$ cat config.mk
export PLATFORM = sky130hd
export DESIGN_NAME = mac_and_dual_pointer_unit
export DESIGN_NICKNAME = d
export VERILOG_FILES = /design/src/mac_dp_pkg.sv /design/src/mac_arith.sv /design/src/mac_and_dual_pointer_unit.sv
export SDC_FILE = /design/constraint.sdc
export NUM_CORES = 2
export LEC_CHECK = 0
export ABC_AREA = 1
export BUFFER_PORTS_ARGS = -buffer_cell sky130_fd_sc_hd__clkbuf_2
export CORE_MARGIN = 2
export CORE_UTILIZATION = 40
export CTS_BUF_LIST = sky130_fd_sc_hd__clkbuf_8
export CTS_CLUSTER_DIAMETER = 80
export DETAILED_ROUTE_END_ITERATION = 10
export GPL_ROUTABILITY_DRIVEN = 1
export HOLD_SLACK_MARGIN = 0.03
export SLEW_MARGIN = 0
export SYNTH_ARGS = -nofsm -noshare
export SYNTH_HDL_FRONTEND = slang
export SYNTH_SLANG_ARGS = --single-unit
$ cat constraint.sdc
create_clock -name clk_i -period 9.82 [get_ports clk_i]
set_input_delay 2.455 -clock clk_i [delete_from_list [all_inputs] [get_ports clk_i]]
set_output_delay 2.455 -clock clk_i [all_outputs]
set_load 0.05 [all_outputs]
$ cat src/mac_dp_pkg.sv
// Constants, types and register map of the multiply-accumulate and dual pointer unit
package mac_dp_pkg;
   // Register indices; byte address is four times the index
   localparam logic [7:0] IDX_PTR0_LO   = 8'h82;
   localparam logic [7:0] IDX_PTR0_HI   = 8'h83;
   localparam logic [7:0] IDX_PTR1_LO   = 8'h84;
   localparam logic [7:0] IDX_PTR1_HI   = 8'h85;
   localparam logic [7:0] IDX_PTR_CFG   = 8'ha2;
   localparam logic [7:0] IDX_FLAGS     = 8'hd0;
   localparam logic [7:0] IDX_ACC       = 8'he0;
   localparam logic [7:0] IDX_OPA_HI    = 8'he1;
   localparam logic [7:0] IDX_DSP_CFG   = 8'he2;
   localparam logic [7:0] IDX_WIN_LO    = 8'he4;
   localparam logic [7:0] IDX_WIN_HI    = 8'he5;
   localparam logic [7:0] IDX_B         = 8'hf0;
   localparam logic [7:0] IDX_OPB_HI    = 8'hf7;
   localparam logic [7:0] IDX_COMMAND   = 8'h01;
   localparam logic [7:0] IDX_STATUS    = 8'h02;
   localparam logic [7:0] IDX_FETCHED   = 8'h03;
   // Field positions
   localparam int BIT_REDIRECT  = 0;
   localparam int BIT_NO_INDEX  = 1;
   localparam int BIT_CIRC0     = 2;
   localparam int BIT_CIRC1     = 3;
   localparam int BIT_SIGN_A    = 4;
   localparam int BIT_SIGN_B    = 5;
   localparam int BIT_WIN_LSB   = 6;
   localparam int BIT_SELECT    = 0;
   localparam int BIT_CARRY     = 7;
   localparam int BIT_OVF       = 2;
   // Reset values and read masks
   localparam logic [7:0] DSP_CFG_RESET = 8'h00;
   localparam logic [7:0] PTR_CFG_RESET = 8'h00;
   localparam logic [7:0] PTR_CFG_MASK  = 8'hf9;
   // Opcodes
   localparam logic [7:0] OP_PREFIX  = 8'ha5;
   localparam logic [7:0] OP_MAC     = 8'ha4;
   localparam logic [7:0] OP_CLEAR   = 8'he4;
   localparam logic [7:0] OP_SHL     = 8'h23;
   localparam logic [7:0] OP_ASR     = 8'h03;
   localparam logic [7:0] OP_MUL     = 8'ha4;
   localparam logic [7:0] OP_INC_PTR = 8'ha3;
   localparam logic [7:0] OP_JMP_IND = 8'h73;
   localparam logic [7:0] OP_MOVC    = 8'h93;
   localparam logic [7:0] OP_MOVX_RD = 8'he0;
   localparam logic [7:0] OP_MOVX_WR = 8'hf0;
   localparam logic [7:0] OP_MOV_PTR = 8'h90;
   // Cycle counts
   localparam logic [3:0] CYC_MAC   = 4'h9;
   localparam logic [3:0] CYC_CLEAR = 4'h2;
   localparam logic [3:0] CYC_SHIFT = 4'h2;
   localparam logic [3:0] CYC_MUL   = 4'h2;

   typedef enum logic {ST_IDLE, ST_EXEC} exec_state_e;

   // Command word: software issues one instruction at a time
   typedef struct packed {
      logic       branch;
      logic [1:0] length;
      logic       prefix;
      logic [7:0] opcode;
   } instr_s;
endpackage

$ cat src/mac_arith.sv
// Multiply-accumulate and byte multiply arithmetic
`timescale 1ns/1ps
module mac_arith (
   input  wire logic [39:0] accum_i,
   input  wire logic [15:0] opa_i,
   input  wire logic [15:0] opb_i,
   input  wire logic        sign_a_i,
   input  wire logic        sign_b_i,
   output logic      [39:0] sum_o,
   output logic             ovf_o,
   output logic      [15:0] byte_prod_o
);
   logic signed [31:0] prod;
   logic signed [39:0] prod_ext;
   logic signed [17:0] byte_prod;
   logic signed [8:0]  ea;
   logic signed [8:0]  eb;

   assign prod     = $signed(opa_i) * $signed(opb_i);
   assign prod_ext = 40'(prod);
   assign sum_o    = accum_i + prod_ext;
   // Overflow when both addends agree in sign and the sum does not
   assign ovf_o    = (accum_i[39] == prod_ext[39]) && (sum_o[39] != accum_i[39]);
   assign ea       = {sign_a_i & opa_i[7], opa_i[7:0]};
   assign eb       = {sign_b_i & opb_i[7], opb_i[7:0]};
   assign byte_prod   = ea * eb;
   assign byte_prod_o = byte_prod[15:0];
endmodule // mac_arith

$ cat src/mac_and_dual_pointer_unit.sv
// Multiply-accumulate unit and dual data pointers behind an APB slave
`timescale 1ns/1ps
module mac_and_dual_pointer_unit (
   input  wire logic        clk_i,
   input  wire logic        reset_i,
   input  wire logic        psel_i,
   input  wire logic        penable_i,
   input  wire logic        pwrite_i,
   input  wire logic [11:0] paddr_i,
   input  wire logic [31:0] pwdata_i,
   output logic      [31:0] prdata_o,
   output logic             pready_o,
   output logic             pslverr_o,
   output logic             busy_o,
   output logic             ptr_one_active_o,
   output logic             circular_active_o,
   output logic             data_reg_is_b_o,
   output logic      [15:0] code_addr_o
);
   logic [39:0]                m_reg;
   logic [7:0]                 acc_reg;
   logic [7:0]                 b_reg;
   logic [7:0]                 opa_hi_reg;
   logic [7:0]                 opb_hi_reg;
   logic [7:0]                 dsp_reg;
   logic [7:0]                 ptr_cfg_reg;
   logic [15:0]                ptr0_reg;
   logic [15:0]                ptr1_reg;
   logic                       carry_reg;
   logic                       ovf_reg;
   mac_dp_pkg::instr_s         cmd_reg;
   mac_dp_pkg::exec_state_e    state_reg;
   logic [3:0]                 count_reg;
   logic [1:0]                 fetch_left_reg;
   logic [15:0]                fetched_reg;
   logic [31:0]                rd_data;

   // Bus decode
   wire        access    = psel_i & penable_i;
   wire        done_bus  = access & pready_o;
   wire        wr_en     = done_bus & pwrite_i;
   wire [7:0]  idx       = paddr_i[9:2];
   wire        aligned   = (paddr_i[1:0] == 2'h0) && (paddr_i[11:10] == 2'h0);
   wire [7:0]  wbyte     = pwdata_i[7:0];
   function automatic logic wr_to(input logic [7:0] target);
      wr_to = wr_en && aligned && (idx == target);
   endfunction
   wire        hit = aligned && (idx == mac_dp_pkg::IDX_PTR0_LO || idx == mac_dp_pkg::IDX_PTR0_HI ||
                                 idx == mac_dp_pkg::IDX_PTR1_LO || idx == mac_dp_pkg::IDX_PTR1_HI ||
                                 idx == mac_dp_pkg::IDX_PTR_CFG || idx == mac_dp_pkg::IDX_FLAGS ||
                                 idx == mac_dp_pkg::IDX_ACC || idx == mac_dp_pkg::IDX_OPA_HI ||
                                 idx == mac_dp_pkg::IDX_DSP_CFG || idx == mac_dp_pkg::IDX_WIN_LO ||
                                 idx == mac_dp_pkg::IDX_WIN_HI || idx == mac_dp_pkg::IDX_B ||
                                 idx == mac_dp_pkg::IDX_OPB_HI || idx == mac_dp_pkg::IDX_COMMAND ||
                                 idx == mac_dp_pkg::IDX_STATUS || idx == mac_dp_pkg::IDX_FETCHED);

   // Window field
   wire [1:0]  win_sel = dsp_reg[mac_dp_pkg::BIT_WIN_LSB +: 2];
   wire [5:0]  win_lsb = {1'b0, win_sel, 3'h0};
   wire [15:0] win_val = m_reg[win_lsb +: 16];

   // Instruction issue and decode
   mac_dp_pkg::instr_s new_cmd;
   assign new_cmd = pwdata_i[11:0];
   wire issue   = wr_to(mac_dp_pkg::IDX_COMMAND) && (state_reg == mac_dp_pkg::ST_IDLE);
   wire n_ext   = new_cmd.prefix;
   wire n_mac   = n_ext && new_cmd.opcode == mac_dp_pkg::OP_MAC;
   wire n_clr   = n_ext && new_cmd.opcode == mac_dp_pkg::OP_CLEAR;
   wire n_shift = n_ext && (new_cmd.opcode == mac_dp_pkg::OP_SHL || new_cmd.opcode == mac_dp_pkg::OP_ASR);
   wire n_mul   = !n_ext && new_cmd.opcode == mac_dp_pkg::OP_MUL;
   wire n_len0  = new_cmd.length == 2'h0;
   wire [3:0] n_plain = {2'h0, n_len0 ? 2'h1 : new_cmd.length} + {3'h0, new_cmd.branch};
   wire [3:0] n_cycles = n_mac   ? mac_dp_pkg::CYC_MAC :
                         n_clr   ? mac_dp_pkg::CYC_CLEAR :
                         n_shift ? mac_dp_pkg::CYC_SHIFT :
                         n_mul   ? mac_dp_pkg::CYC_MUL : n_plain;
   // Prefix inverts the select, except for the indirect jump
   wire n_inverted = new_cmd.prefix && new_cmd.opcode != mac_dp_pkg::OP_JMP_IND;
   wire n_use_p1   = ptr_cfg_reg[mac_dp_pkg::BIT_SELECT] ^ n_inverted;
   wire [15:0] n_ptr = n_use_p1 ? ptr1_reg : ptr0_reg;
   wire n_movc   = new_cmd.opcode == mac_dp_pkg::OP_MOVC;
   wire n_movx   = new_cmd.opcode == mac_dp_pkg::OP_MOVX_RD || new_cmd.opcode == mac_dp_pkg::OP_MOVX_WR;
   wire n_no_idx = dsp_reg[mac_dp_pkg::BIT_NO_INDEX];
   wire [15:0] n_addr = (n_movc && !n_no_idx) ? n_ptr + {8'h00, acc_reg} : n_ptr;
   wire n_to_b   = (n_movc || n_movx) && n_use_p1 && dsp_reg[mac_dp_pkg::BIT_REDIRECT];
   wire n_circ   = n_use_p1 ? dsp_reg[mac_dp_pkg::BIT_CIRC1] : dsp_reg[mac_dp_pkg::BIT_CIRC0];

   // Completion of the running instruction
   wire ex_done  = (state_reg == mac_dp_pkg::ST_EXEC) && (count_reg == 4'h1);
   wire c_ext    = cmd_reg.prefix;
   wire do_mac   = ex_done && c_ext && cmd_reg.opcode == mac_dp_pkg::OP_MAC;
   wire do_clr   = ex_done && c_ext && cmd_reg.opcode == mac_dp_pkg::OP_CLEAR;
   wire do_shl   = ex_done && c_ext && cmd_reg.opcode == mac_dp_pkg::OP_SHL;
   wire do_asr   = ex_done && c_ext && cmd_reg.opcode == mac_dp_pkg::OP_ASR;
   wire do_mul   = ex_done && !c_ext && cmd_reg.opcode == mac_dp_pkg::OP_MUL;
   wire c_inv    = c_ext && cmd_reg.opcode != mac_dp_pkg::OP_JMP_IND;
   wire c_use_p1 = ptr_one_active_o;
   wire do_inc0  = ex_done && cmd_reg.opcode == mac_dp_pkg::OP_INC_PTR && !c_use_p1 && (c_inv || !c_ext);
   wire do_inc1  = ex_done && cmd_reg.opcode == mac_dp_pkg::OP_INC_PTR && c_use_p1 && (c_inv || !c_ext);

   // Arithmetic
   wire [39:0] mac_sum;
   wire        mac_ovf;
   wire [15:0] mul_prod;
   mac_arith mac_arith_i (
      .accum_i     (m_reg),
      .opa_i       ({opa_hi_reg, acc_reg}),
      .opb_i       ({opb_hi_reg, b_reg}),
      .sign_a_i    (dsp_reg[mac_dp_pkg::BIT_SIGN_A]),
      .sign_b_i    (dsp_reg[mac_dp_pkg::BIT_SIGN_B]),
      .sum_o       (mac_sum),
      .ovf_o       (mac_ovf),
      .byte_prod_o (mul_prod)
   );

   // Accumulator next value: software window write, then instruction result
   logic [39:0] m_win;
   always_comb begin
      m_win = m_reg;
      if (wr_to(mac_dp_pkg::IDX_WIN_LO)) begin
         m_win[win_lsb +: 8] = wbyte;
      end
      if (wr_to(mac_dp_pkg::IDX_WIN_HI)) begin
         m_win[(win_lsb + 6'd8) +: 8] = wbyte;
      end
   end
   // Instruction result beats a window write in the same cycle
   wire [39:0] m_next = do_mac ? mac_sum :
                        do_clr ? 40'h00_0000_0000 :
                        do_shl ? {m_reg[38:0], 1'b0} :
                        do_asr ? {m_reg[39], m_reg[39:1]} :
                        m_win;

   // Read mux
   always_comb begin
      rd_data = 32'h0000_0000;
      case (idx)
         mac_dp_pkg::IDX_PTR0_LO: rd_data[7:0]  = ptr0_reg[7:0];
         mac_dp_pkg::IDX_PTR0_HI: rd_data[7:0]  = ptr0_reg[15:8];
         mac_dp_pkg::IDX_PTR1_LO: rd_data[7:0]  = ptr1_reg[7:0];
         mac_dp_pkg::IDX_PTR1_HI: rd_data[7:0]  = ptr1_reg[15:8];
         mac_dp_pkg::IDX_PTR_CFG: rd_data[7:0]  = ptr_cfg_reg & mac_dp_pkg::PTR_CFG_MASK;
         mac_dp_pkg::IDX_FLAGS: begin
            rd_data[mac_dp_pkg::BIT_CARRY] = carry_reg;
            rd_data[mac_dp_pkg::BIT_OVF]   = ovf_reg;
         end
         mac_dp_pkg::IDX_ACC:     rd_data[7:0]  = acc_reg;
         mac_dp_pkg::IDX_OPA_HI:  rd_data[7:0]  = opa_hi_reg;
         mac_dp_pkg::IDX_DSP_CFG: rd_data[7:0]  = dsp_reg;
         mac_dp_pkg::IDX_WIN_LO:  rd_data[7:0]  = win_val[7:0];
         mac_dp_pkg::IDX_WIN_HI:  rd_data[7:0]  = win_val[15:8];
         mac_dp_pkg::IDX_B:       rd_data[7:0]  = b_reg;
         mac_dp_pkg::IDX_OPB_HI:  rd_data[7:0]  = opb_hi_reg;
         mac_dp_pkg::IDX_COMMAND: rd_data[11:0] = cmd_reg;
         mac_dp_pkg::IDX_STATUS:  rd_data[7:0]  = {4'h0, count_reg};
         mac_dp_pkg::IDX_FETCHED: rd_data[15:0] = fetched_reg;
         default:                 rd_data       = 32'h0000_0000;
      endcase
      if (!aligned) begin
         rd_data = 32'h0000_0000;
      end
   end

   // Bus response: one wait state, data and error registered
   always_ff @(posedge clk_i) begin
      if (reset_i) begin
         pready_o  <= 1'b0;
         prdata_o  <= 32'h0000_0000;
         pslverr_o <= 1'b0;
      end else begin
         pready_o  <= access & ~pready_o;
         prdata_o  <= (access & ~pready_o & ~pwrite_i) ? rd_data : 32'h0000_0000;
         pslverr_o <= access & ~pready_o & ~hit;
      end
   end

   // Accumulator
   always_ff @(posedge clk_i) begin
      if (reset_i) begin
         m_reg <= 40'h00_0000_0000;
      end else begin
         m_reg <= m_next;
      end
   end

   // Operand and configuration registers; multiply is the only writer besides software
   always_ff @(posedge clk_i) begin
      if (reset_i) begin
         acc_reg     <= 8'h00;
         b_reg       <= 8'h00;
         opa_hi_reg  <= 8'h00;
         opb_hi_reg  <= 8'h00;
         dsp_reg     <= mac_dp_pkg::DSP_CFG_RESET;
         ptr_cfg_reg <= mac_dp_pkg::PTR_CFG_RESET;
      end else begin
         if (do_mul) begin
            acc_reg <= mul_prod[7:0];
            b_reg   <= mul_prod[15:8];
         end else begin
            if (wr_to(mac_dp_pkg::IDX_ACC)) acc_reg <= wbyte;
            if (wr_to(mac_dp_pkg::IDX_B)) b_reg <= wbyte;
         end
         if (wr_to(mac_dp_pkg::IDX_OPA_HI)) opa_hi_reg <= wbyte;
         if (wr_to(mac_dp_pkg::IDX_OPB_HI)) opb_hi_reg <= wbyte;
         if (wr_to(mac_dp_pkg::IDX_DSP_CFG)) dsp_reg <= wbyte;
         if (wr_to(mac_dp_pkg::IDX_PTR_CFG)) ptr_cfg_reg <= wbyte & mac_dp_pkg::PTR_CFG_MASK;
      end
   end

   // Pointers: direct access whatever the select; increment wins over a write
   always_ff @(posedge clk_i) begin
      if (reset_i) begin
         ptr0_reg <= 16'h0000;
         ptr1_reg <= 16'h0000;
      end else begin
         if (do_inc0) begin
            ptr0_reg <= ptr0_reg + 16'h0001;
         end else begin
            if (wr_to(mac_dp_pkg::IDX_PTR0_LO)) ptr0_reg[7:0] <= wbyte;
            if (wr_to(mac_dp_pkg::IDX_PTR0_HI)) ptr0_reg[15:8] <= wbyte;
         end
         if (do_inc1) begin
            ptr1_reg <= ptr1_reg + 16'h0001;
         end else begin
            if (wr_to(mac_dp_pkg::IDX_PTR1_LO)) ptr1_reg[7:0] <= wbyte;
            if (wr_to(mac_dp_pkg::IDX_PTR1_HI)) ptr1_reg[15:8] <= wbyte;
         end
      end
   end

   // Flags: accumulate sets carry to the sign; overflow set wins over a clear
   always_ff @(posedge clk_i) begin
      if (reset_i) begin
         carry_reg <= 1'b0;
         ovf_reg   <= 1'b0;
      end else if (do_mac) begin
         carry_reg <= mac_sum[39];
         ovf_reg   <= ovf_reg | mac_ovf;
      end else if (wr_to(mac_dp_pkg::IDX_FLAGS)) begin
         carry_reg <= wbyte[mac_dp_pkg::BIT_CARRY];
         ovf_reg   <= wbyte[mac_dp_pkg::BIT_OVF];
      end
   end

   // Sequencer; commands written while busy are dropped
   always_ff @(posedge clk_i) begin
      if (reset_i) begin
         state_reg <= mac_dp_pkg::ST_IDLE;
         count_reg <= 4'h0;
         cmd_reg   <= '0;
         busy_o    <= 1'b0;
      end else begin
         case (state_reg)
            mac_dp_pkg::ST_IDLE: begin
               if (issue) begin
                  state_reg <= mac_dp_pkg::ST_EXEC;
                  count_reg <= n_cycles;
                  cmd_reg   <= new_cmd;
                  busy_o    <= 1'b1;
               end
            end
            mac_dp_pkg::ST_EXEC: begin
               count_reg <= count_reg - 4'h1;
               if (ex_done) begin
                  state_reg <= mac_dp_pkg::ST_IDLE;
                  busy_o    <= 1'b0;
               end
            end
            default: begin
               state_reg <= mac_dp_pkg::ST_IDLE;
               busy_o    <= 1'b0;
            end
         endcase
      end
   end

   // Byte fetch: one byte per clock, overlapping execution of the current instruction
   always_ff @(posedge clk_i) begin
      if (reset_i) begin
         fetch_left_reg <= 2'h0;
         fetched_reg    <= 16'h0000;
      end else if (issue) begin
         fetch_left_reg <= n_len0 ? 2'h1 : new_cmd.length;
      end else if (fetch_left_reg != 2'h0) begin
         fetch_left_reg <= fetch_left_reg - 2'h1;
         fetched_reg    <= fetched_reg + 16'h0001;
      end
   end

   // Pointer side effects captured at issue
   always_ff @(posedge clk_i) begin
      if (reset_i) begin
         ptr_one_active_o  <= 1'b0;
         circular_active_o <= 1'b0;
         data_reg_is_b_o   <= 1'b0;
         code_addr_o       <= 16'h0000;
      end else if (issue) begin
         ptr_one_active_o  <= n_use_p1;
         circular_active_o <= n_circ;
         data_reg_is_b_o   <= n_to_b;
         code_addr_o       <= n_addr;
      end
   end

   // Checks
   mac_nine_a: assert property (@(posedge clk_i) disable iff (reset_i)
      issue && n_mac |=> busy_o [*8] ##1 busy_o ##1 !busy_o)
      else $error("accumulate not nine cycles");
   clear_two_a: assert property (@(posedge clk_i) disable iff (reset_i)
      issue && n_clr |-> ##3 m_reg == 40'h00_0000_0000)
      else $error("clear did not zero accumulator");
   carry_sign_a: assert property (@(posedge clk_i) disable iff (reset_i)
      do_mac |=> carry_reg == m_reg[39])
      else $error("carry not result sign");
   ovf_sticky_a: assert property (@(posedge clk_i) disable iff (reset_i)
      ovf_reg && do_mac |=> ovf_reg)
      else $error("overflow cleared by accumulate");
   asr_sign_a: assert property (@(posedge clk_i) disable iff (reset_i)
      do_asr |=> m_reg[39] == $past(m_reg[39]) && m_reg[38:0] == $past(m_reg[39:1]))
      else $error("arithmetic shift wrong");
   cfg_bit2_a: assert property (@(posedge clk_i) disable iff (reset_i)
      pready_o && aligned && idx == mac_dp_pkg::IDX_PTR_CFG |-> !prdata_o[2])
      else $error("pointer config bit 2 not zero");
   prefix_inv_a: assert property (@(posedge clk_i) disable iff (reset_i)
      issue && n_inverted |=> ptr_one_active_o != ptr_cfg_reg[mac_dp_pkg::BIT_SELECT])
      else $error("prefix did not invert select");
   jump_ignore_a: assert property (@(posedge clk_i) disable iff (reset_i)
      issue && new_cmd.opcode == mac_dp_pkg::OP_JMP_IND |=> ptr_one_active_o == ptr_cfg_reg[0])
      else $error("indirect jump used prefix");
   no_index_a: assert property (@(posedge clk_i) disable iff (reset_i)
      issue && n_movc && n_no_idx |=> code_addr_o == (ptr_one_active_o ? ptr1_reg : ptr0_reg))
      else $error("index not disabled");
   fetch_rate_a: assert property (@(posedge clk_i) disable iff (reset_i)
      fetch_left_reg != 2'h0 && !issue |=> fetched_reg == $past(fetched_reg) + 16'h0001)
      else $error("fetch not one byte per cycle");
   mac_cover: cover property (@(posedge clk_i) disable iff (reset_i) do_mac && mac_ovf);
   redirect_cover: cover property (@(posedge clk_i) disable iff (reset_i) issue && n_to_b);
   window_cover: cover property (@(posedge clk_i) disable iff (reset_i) wr_to(mac_dp_pkg::IDX_WIN_HI) && win_sel == 2'h3);
endmodule // mac_and_dual_pointer_unit

Word-level counts from Yosys, hierarchy flattened:

Index checks and enable logic that the tools add are counted.

* $add $sub $neg: 11
* multipliers: 2
* equality and inequality tests: 36
* shift operators: 5
* muxes and demuxes: 45
* bitwise gates (word level): 18
* reductions and logical operators: 82

Operators by type and width (count)
* 40-bit 2-to-1 mux: 6
* 8-bit equality test (second input constant): 21
* 40-bit bitwise mux: 2
* 8-bit by 8-bit variable shift with 40-bit output (first input constant): 2
* 8-bit by 8-bit variable part select with 40-bit output: 2
* 16-bit 2-to-1 mux: 4
* 8-bit 2-to-1 mux: 8
* 4-bit case mux with 15 select lines: 1
* 16-bit by 1-bit adder with 16-bit output (second input constant): 3
* 1-bit logical AND: 41
* 40-bit adder: 1
* 40-bit by 6-bit variable part select with 16-bit output: 1
* 8-bit by 2-bit equality test with 1-bit output (second input constant): 4
* 16-bit by 16-bit multiplier with 32-bit output: 1
* 1-bit case mux with 15 select lines: 2
* 2-bit case mux with 15 select lines: 1
* 1-bit logical OR: 19
* 2-bit nonzero test: 9
* 16-bit by 8-bit adder with 16-bit output: 1
* 8-bit by 6-bit equality test with 1-bit output (second input constant): 2
* 9-bit by 9-bit multiplier with 16-bit output: 1
* 8-bit by 7-bit != test with 1-bit output (second input constant): 2
* 4-bit case mux with 2 select lines: 2
* 1-bit 2-to-1 mux: 9
* 27 further kinds: 54

* register bits after elaboration: 209
* output and inout bits: 54
* word-level logic and storage cells: 231

Depth between registers and ports, before layout:

* depth in word-level cells: 19
* gate-level depth with buffers: 40
* depth with buffers taken out: 38

Modules after synthesis:

From an unflattened synthesis, not the netlist that was laid out.

* cells, all modules: 4050
* area total of the unflattened synthesis: 28213.3 µm²

Modules (own cells, without submodules)
* mac_arith: instances 1, cells an instance 2112, area each 15656.3 µm², seq. area each 0.0 µm²
* mac_and_dual_pointer_unit: instances 1, cells an instance 1938, area each 12557.0 µm², seq. area each 3863.7 µm²

Worst setup path after synthesis:

OpenSTA, ideal clock, no wires.

* path type: flip-flop to flip-flop
* from: register opa_hi_reg[7]
* to: register m_reg[38]
* arrival time: 7.020 ns
* data required time: 9.688 ns
* slack: 2.668 ns
* cell stages (with the launch flop): 34
* buffers on the path: 2
* period minus slack after synthesis: 7.152 ns
* cells stage by stage: dfxtp_1 > clkbuf_1 > clkbuf_1 > nand2_1 > inv_1 > fa_1 > fa_1 > fa_1 > fa_1 > fa_1 > inv_1 > fa_1 > inv_1 > ha_1 > nand2_1 > nor2_1 > inv_1 > nor3_1 > nand3_1 > o211ai_1 > nand2_1 > nand2_1 > a21oi_1 > xnor2_1 > ha_1 > nand2_1 > nor2_1 > inv_1 > nor4_1 > nand4_1 > nand3_1 > nand2_1 > nand3_1 > a21oi_1

* cells in the longest elaborated chain, start to end: 3

Ends and longest elaborated chain
* from (decl): RTL line mac_and_dual_pointer_unit.sv:23 `logic [7:0] opa_hi_reg;`
* from (signal assigned): RTL line mac_and_dual_pointer_unit.sv:203 `if (wr_to(mac_dp_pkg::IDX_OPA_HI)) opa_hi_reg <= wbyte;`
* 16-bit by 16-bit multiplier with 32-bit output: RTL line mac_arith.sv:19 `assign prod = $signed(opa_i) * $signed(opb_i);`
* 40-bit adder: RTL line mac_arith.sv:21 `assign sum_o = accum_i + prod_ext;`
* 40-bit 2-to-1 mux: RTL line mac_and_dual_pointer_unit.sv:128 `wire [39:0] m_next = do_mac ? mac_sum :`
* to (signal assigned): RTL line mac_and_dual_pointer_unit.sv:182 `m_reg <= m_next;`
* to (decl): RTL line mac_and_dual_pointer_unit.sv:20 `logic [39:0] m_reg;`

No other way between the ends.
A chain may end at the register's enable or synchronous reset.

Final worst setup path:

* from: register acc_reg[7]
* to: register m_reg[35]

* cells in the longest elaborated chain, start to end: 3

Ends and longest elaborated chain
* from (decl): RTL line mac_and_dual_pointer_unit.sv:21 `logic [7:0] acc_reg;`
* from (signal assigned): RTL line mac_and_dual_pointer_unit.sv:197 `acc_reg <= mul_prod[7:0];`
* from (signal assigned): RTL line mac_and_dual_pointer_unit.sv:200 `if (wr_to(mac_dp_pkg::IDX_ACC)) acc_reg <= wbyte;`
* 16-bit by 16-bit multiplier with 32-bit output: RTL line mac_arith.sv:19
* 40-bit adder: RTL line mac_arith.sv:21
* 40-bit 2-to-1 mux: RTL line mac_and_dual_pointer_unit.sv:128

No other way between the ends.

==> results.cfg <==
[power_and_ir_drop]
p_sw_share_pct = 32.9
leakage_nw = 15.2
power_frac_clock_pct = 39.5
power_density_nw_per_um2 = 52.2
p_switching_mw = 0.504
p_int_mw = 1.03
pwr-share-seq_pct = 52.3
pwr-share-comb_pct = 8.2
ir_drop_v = 0.0000579

[timing]
slew-limit-headroom_pct = 8.06
fmax_mhz = 116
period_minus_slack_ps = 8610
rsz0062_at_grt = false
worst_pin_slew_ps = 1370
tns_ps = 0
finClkSkew_ps = 24.9
fin_crit_sh_pct = 87.6
slew_viol_final = 0
finalSetupViolCount = 0
hold_violations = 0

[min_path]
min_path_cells = 2
holdCritStartpoint = cmd_reg[9]
hold_path_class = flip-flop to flip-flop
holdPathEnd = prdata_o[9]

[critical_path]
worstSetupEndpointType = flip-flop
max_stage_delay_ps = 1040
critPathBufInv = 7
cp_num_cells = 31
crit_top_cell = inv_1
r2r-end = m_reg[35]
cp_max_fo = 16
worstSetupPathType = flip-flop to flip-flop
slowest_stage = dfxtp_1
arrival_ps = 9080
reg2reg_from = acc_reg[7]
required_ps = 10290
rrSetupSlack_ps = 1210
crit_family = adder cells
worst_r2r_path_depth = 31
crit_path_start_kind = flip-flop

[finish]
area_growth_pct = 5.85
diodes = 0
multi_input_comb_area_um2 = 19900
nFillCells = 7331
largest_reg_flops = 40
seqCellArea_um2 = 3860
fin_util_pct = 42.7
nets = 4553
drive_above_1_share_pct = 5.23

[synth]
synth_adder_area_share_pct = 31.5
post_synth_mux_area_share_pct = 0
postSynthCellCount = 4024
yosysMostFrequentCell = nand2_1
synth-xor-area-share_pct = 2.44
ys_warn_count = 0
ys_seq_elements = 193
synth_top_family_by_area = adder cells
yosys.area_share.simple_pct = 22.8
syn_avg_cell_area_um2 = 6.88
synth.largest_area_cell = fa_1
synth_top_cells_by_count = nand2_1, inv_1, fa_1, a21oi_1, nor2_1
synth_area_um2 = 27700
synth-edff-count = 0
yosysSeqAreaShare_pct = 14.0
ys_top_cells_by_area = fa_1, dfxtp_1, nand2_1, inv_1, ha_1
ys_types = 61
async_flop_share_pct = 0
synth_compound_area_share_pct = 14.7
ys.flop_type = dfxtp_1
synth_top_cell_area_share_pct = 23.6

[global_route]
antenna_found_initial = 0
grt_pass1_vias = 25600
grt.overflow.total = 0
track_usage_pct = 27.2
grt_first_pass_wirelength_um = 149000
grt_max_degree = 73

[routing]
routedWlPerCell_um = 19.3
wl_um = 95600
detail-route-antenna-nets = 0
first_iter_violations = 2772
drtPass1Iterations = 6
drc = 0
num_vias = 26300
vias_per_cell = 5.33

[floorplanning]
pin_count = 103
die_x_um = 267
fp-row-count = 96
die_y_um = 267
initial_core_util_pct = 40.4
die-area_um2 = 71300
coreArea_um2 = 68600

[clock_tree]
cts_buffer_depth = 2
htreeDepth = 4
clk_pin_slew_ps = 140
clock_sinks = 193
clock_latency_ps = 540
cts_tree = built
post-cts-setup-buffers = 0
cts-buffers-inserted = 17
cts-root-buf = clkbuf_8
cts_resized = 0
ctsHoldBuffers = 0

[run_status]
status = complete, no violations

[run]
cap_violations = 0

[placed_design]
gp_congestion = 0.999
dp_hpwl_um = 77100
port_buffers = 66
power by group through the flow:
stage | logic, mW | clock network (mW) | registers [mW]
2_1_floorplan | 0.0885 | 0 | 0.813
3_3_place_gp | 0.121 | 0 | 0.817
3_5_place_dp | 0.123 | 0 | 0.817
4_1_cts | 0.123 | 0.610 | 0.799
5_1_grt | 0.136 | 0.639 | 0.801
6_report | 0.126 | 0.605 | 0.800
worst reg2reg max path, delay by kind of cell, from the launching register on:
family | cells | cell delay (ps)
XOR/XNOR | 1 | 270
AND/OR/NAND/NOR | 14 | 2860
buffers and inverters | 7 | 450
adder cells (fa/ha/maj) | 8 | 3750
AO/OA/AOI/OAI | 1 | 190
flip-flops | 1 | 1040
routing by layer:
metal / GRT usage [%] / wire, µm
met1: 37.9 / 42200
met2: 43.4 / 43000
met3: 3.52 / 6900
met4: 9.22 / 3530
met5: 0 / 0
layout by cell type, fill, tap and decap left out, types with 30 or more instances in the layout:
master	Yosys	layout
nand2_1	921	921
inv_1	848	847
fa_1	327	327
a21oi_1	254	254
nor2_1	250	248
o21ai_0	229	229
dfxtp_1	193	193
ha_1	174	174
nand3_1	154	154
clkbuf_2	0	66
nor3_1	61	61
xor2_1	50	50
buf_4	22	45
nand4_1	37	37
o22ai_1	30	30
through the flow:
stage / cell area (µm²) / hold WS [ps] / setup slack [ps] / total power [mW] / instances
finish: 29300 / 474 / 1210 / 1.53 / 4947
floorplan: 27700 / 438 / 2670 / 0.901 / 4039
CTS: 29300 / 476 / 1260 / 1.53 / 4947
global placement: 28800 / 453 / 1350 / 0.937 / 4915
detailed placement: 28800 / 458 / 1330 / 0.940 / 4915
global route: 29300 / 498 / 611 / 1.58 / 4947
worst max path at each step:
stage | startpoint | end | slack [ps]
floorplan | opa_hi_reg[7] | m_reg[38] | 2670
global placement | opa_hi_reg[7] | ovf_reg | 1350
detailed placement | opa_hi_reg[7] | ovf_reg | 1330
CTS | opa_hi_reg[7] | m_reg[34] | 1260
global route | opa_hi_reg[7] | ovf_reg | 610
finish | acc_reg[7] | m_reg[35] | 1210
cells by family (layout without fill, tap and decap cells):
kind of cell    count (synthesis)  in the layout
fa+ha+maj                     501            501
compound gates                708            708
simple gates                 1503           1503
other cells                     1             16
flops                         193            193
buf+inv                      1041           1018
xor+xnor                       77             77
layout make-up:
cell class,count,share of cell area (%)
multi-input combinational,2805,67.8
inverter,875,11.2
tap,931,3.97
sequential,193,13.2
timing repair buffer,111,2.28
clock inverter,15,0.777
clock buffer,17,0.798
Note: power is estimated with default switching activity, not from simulation.
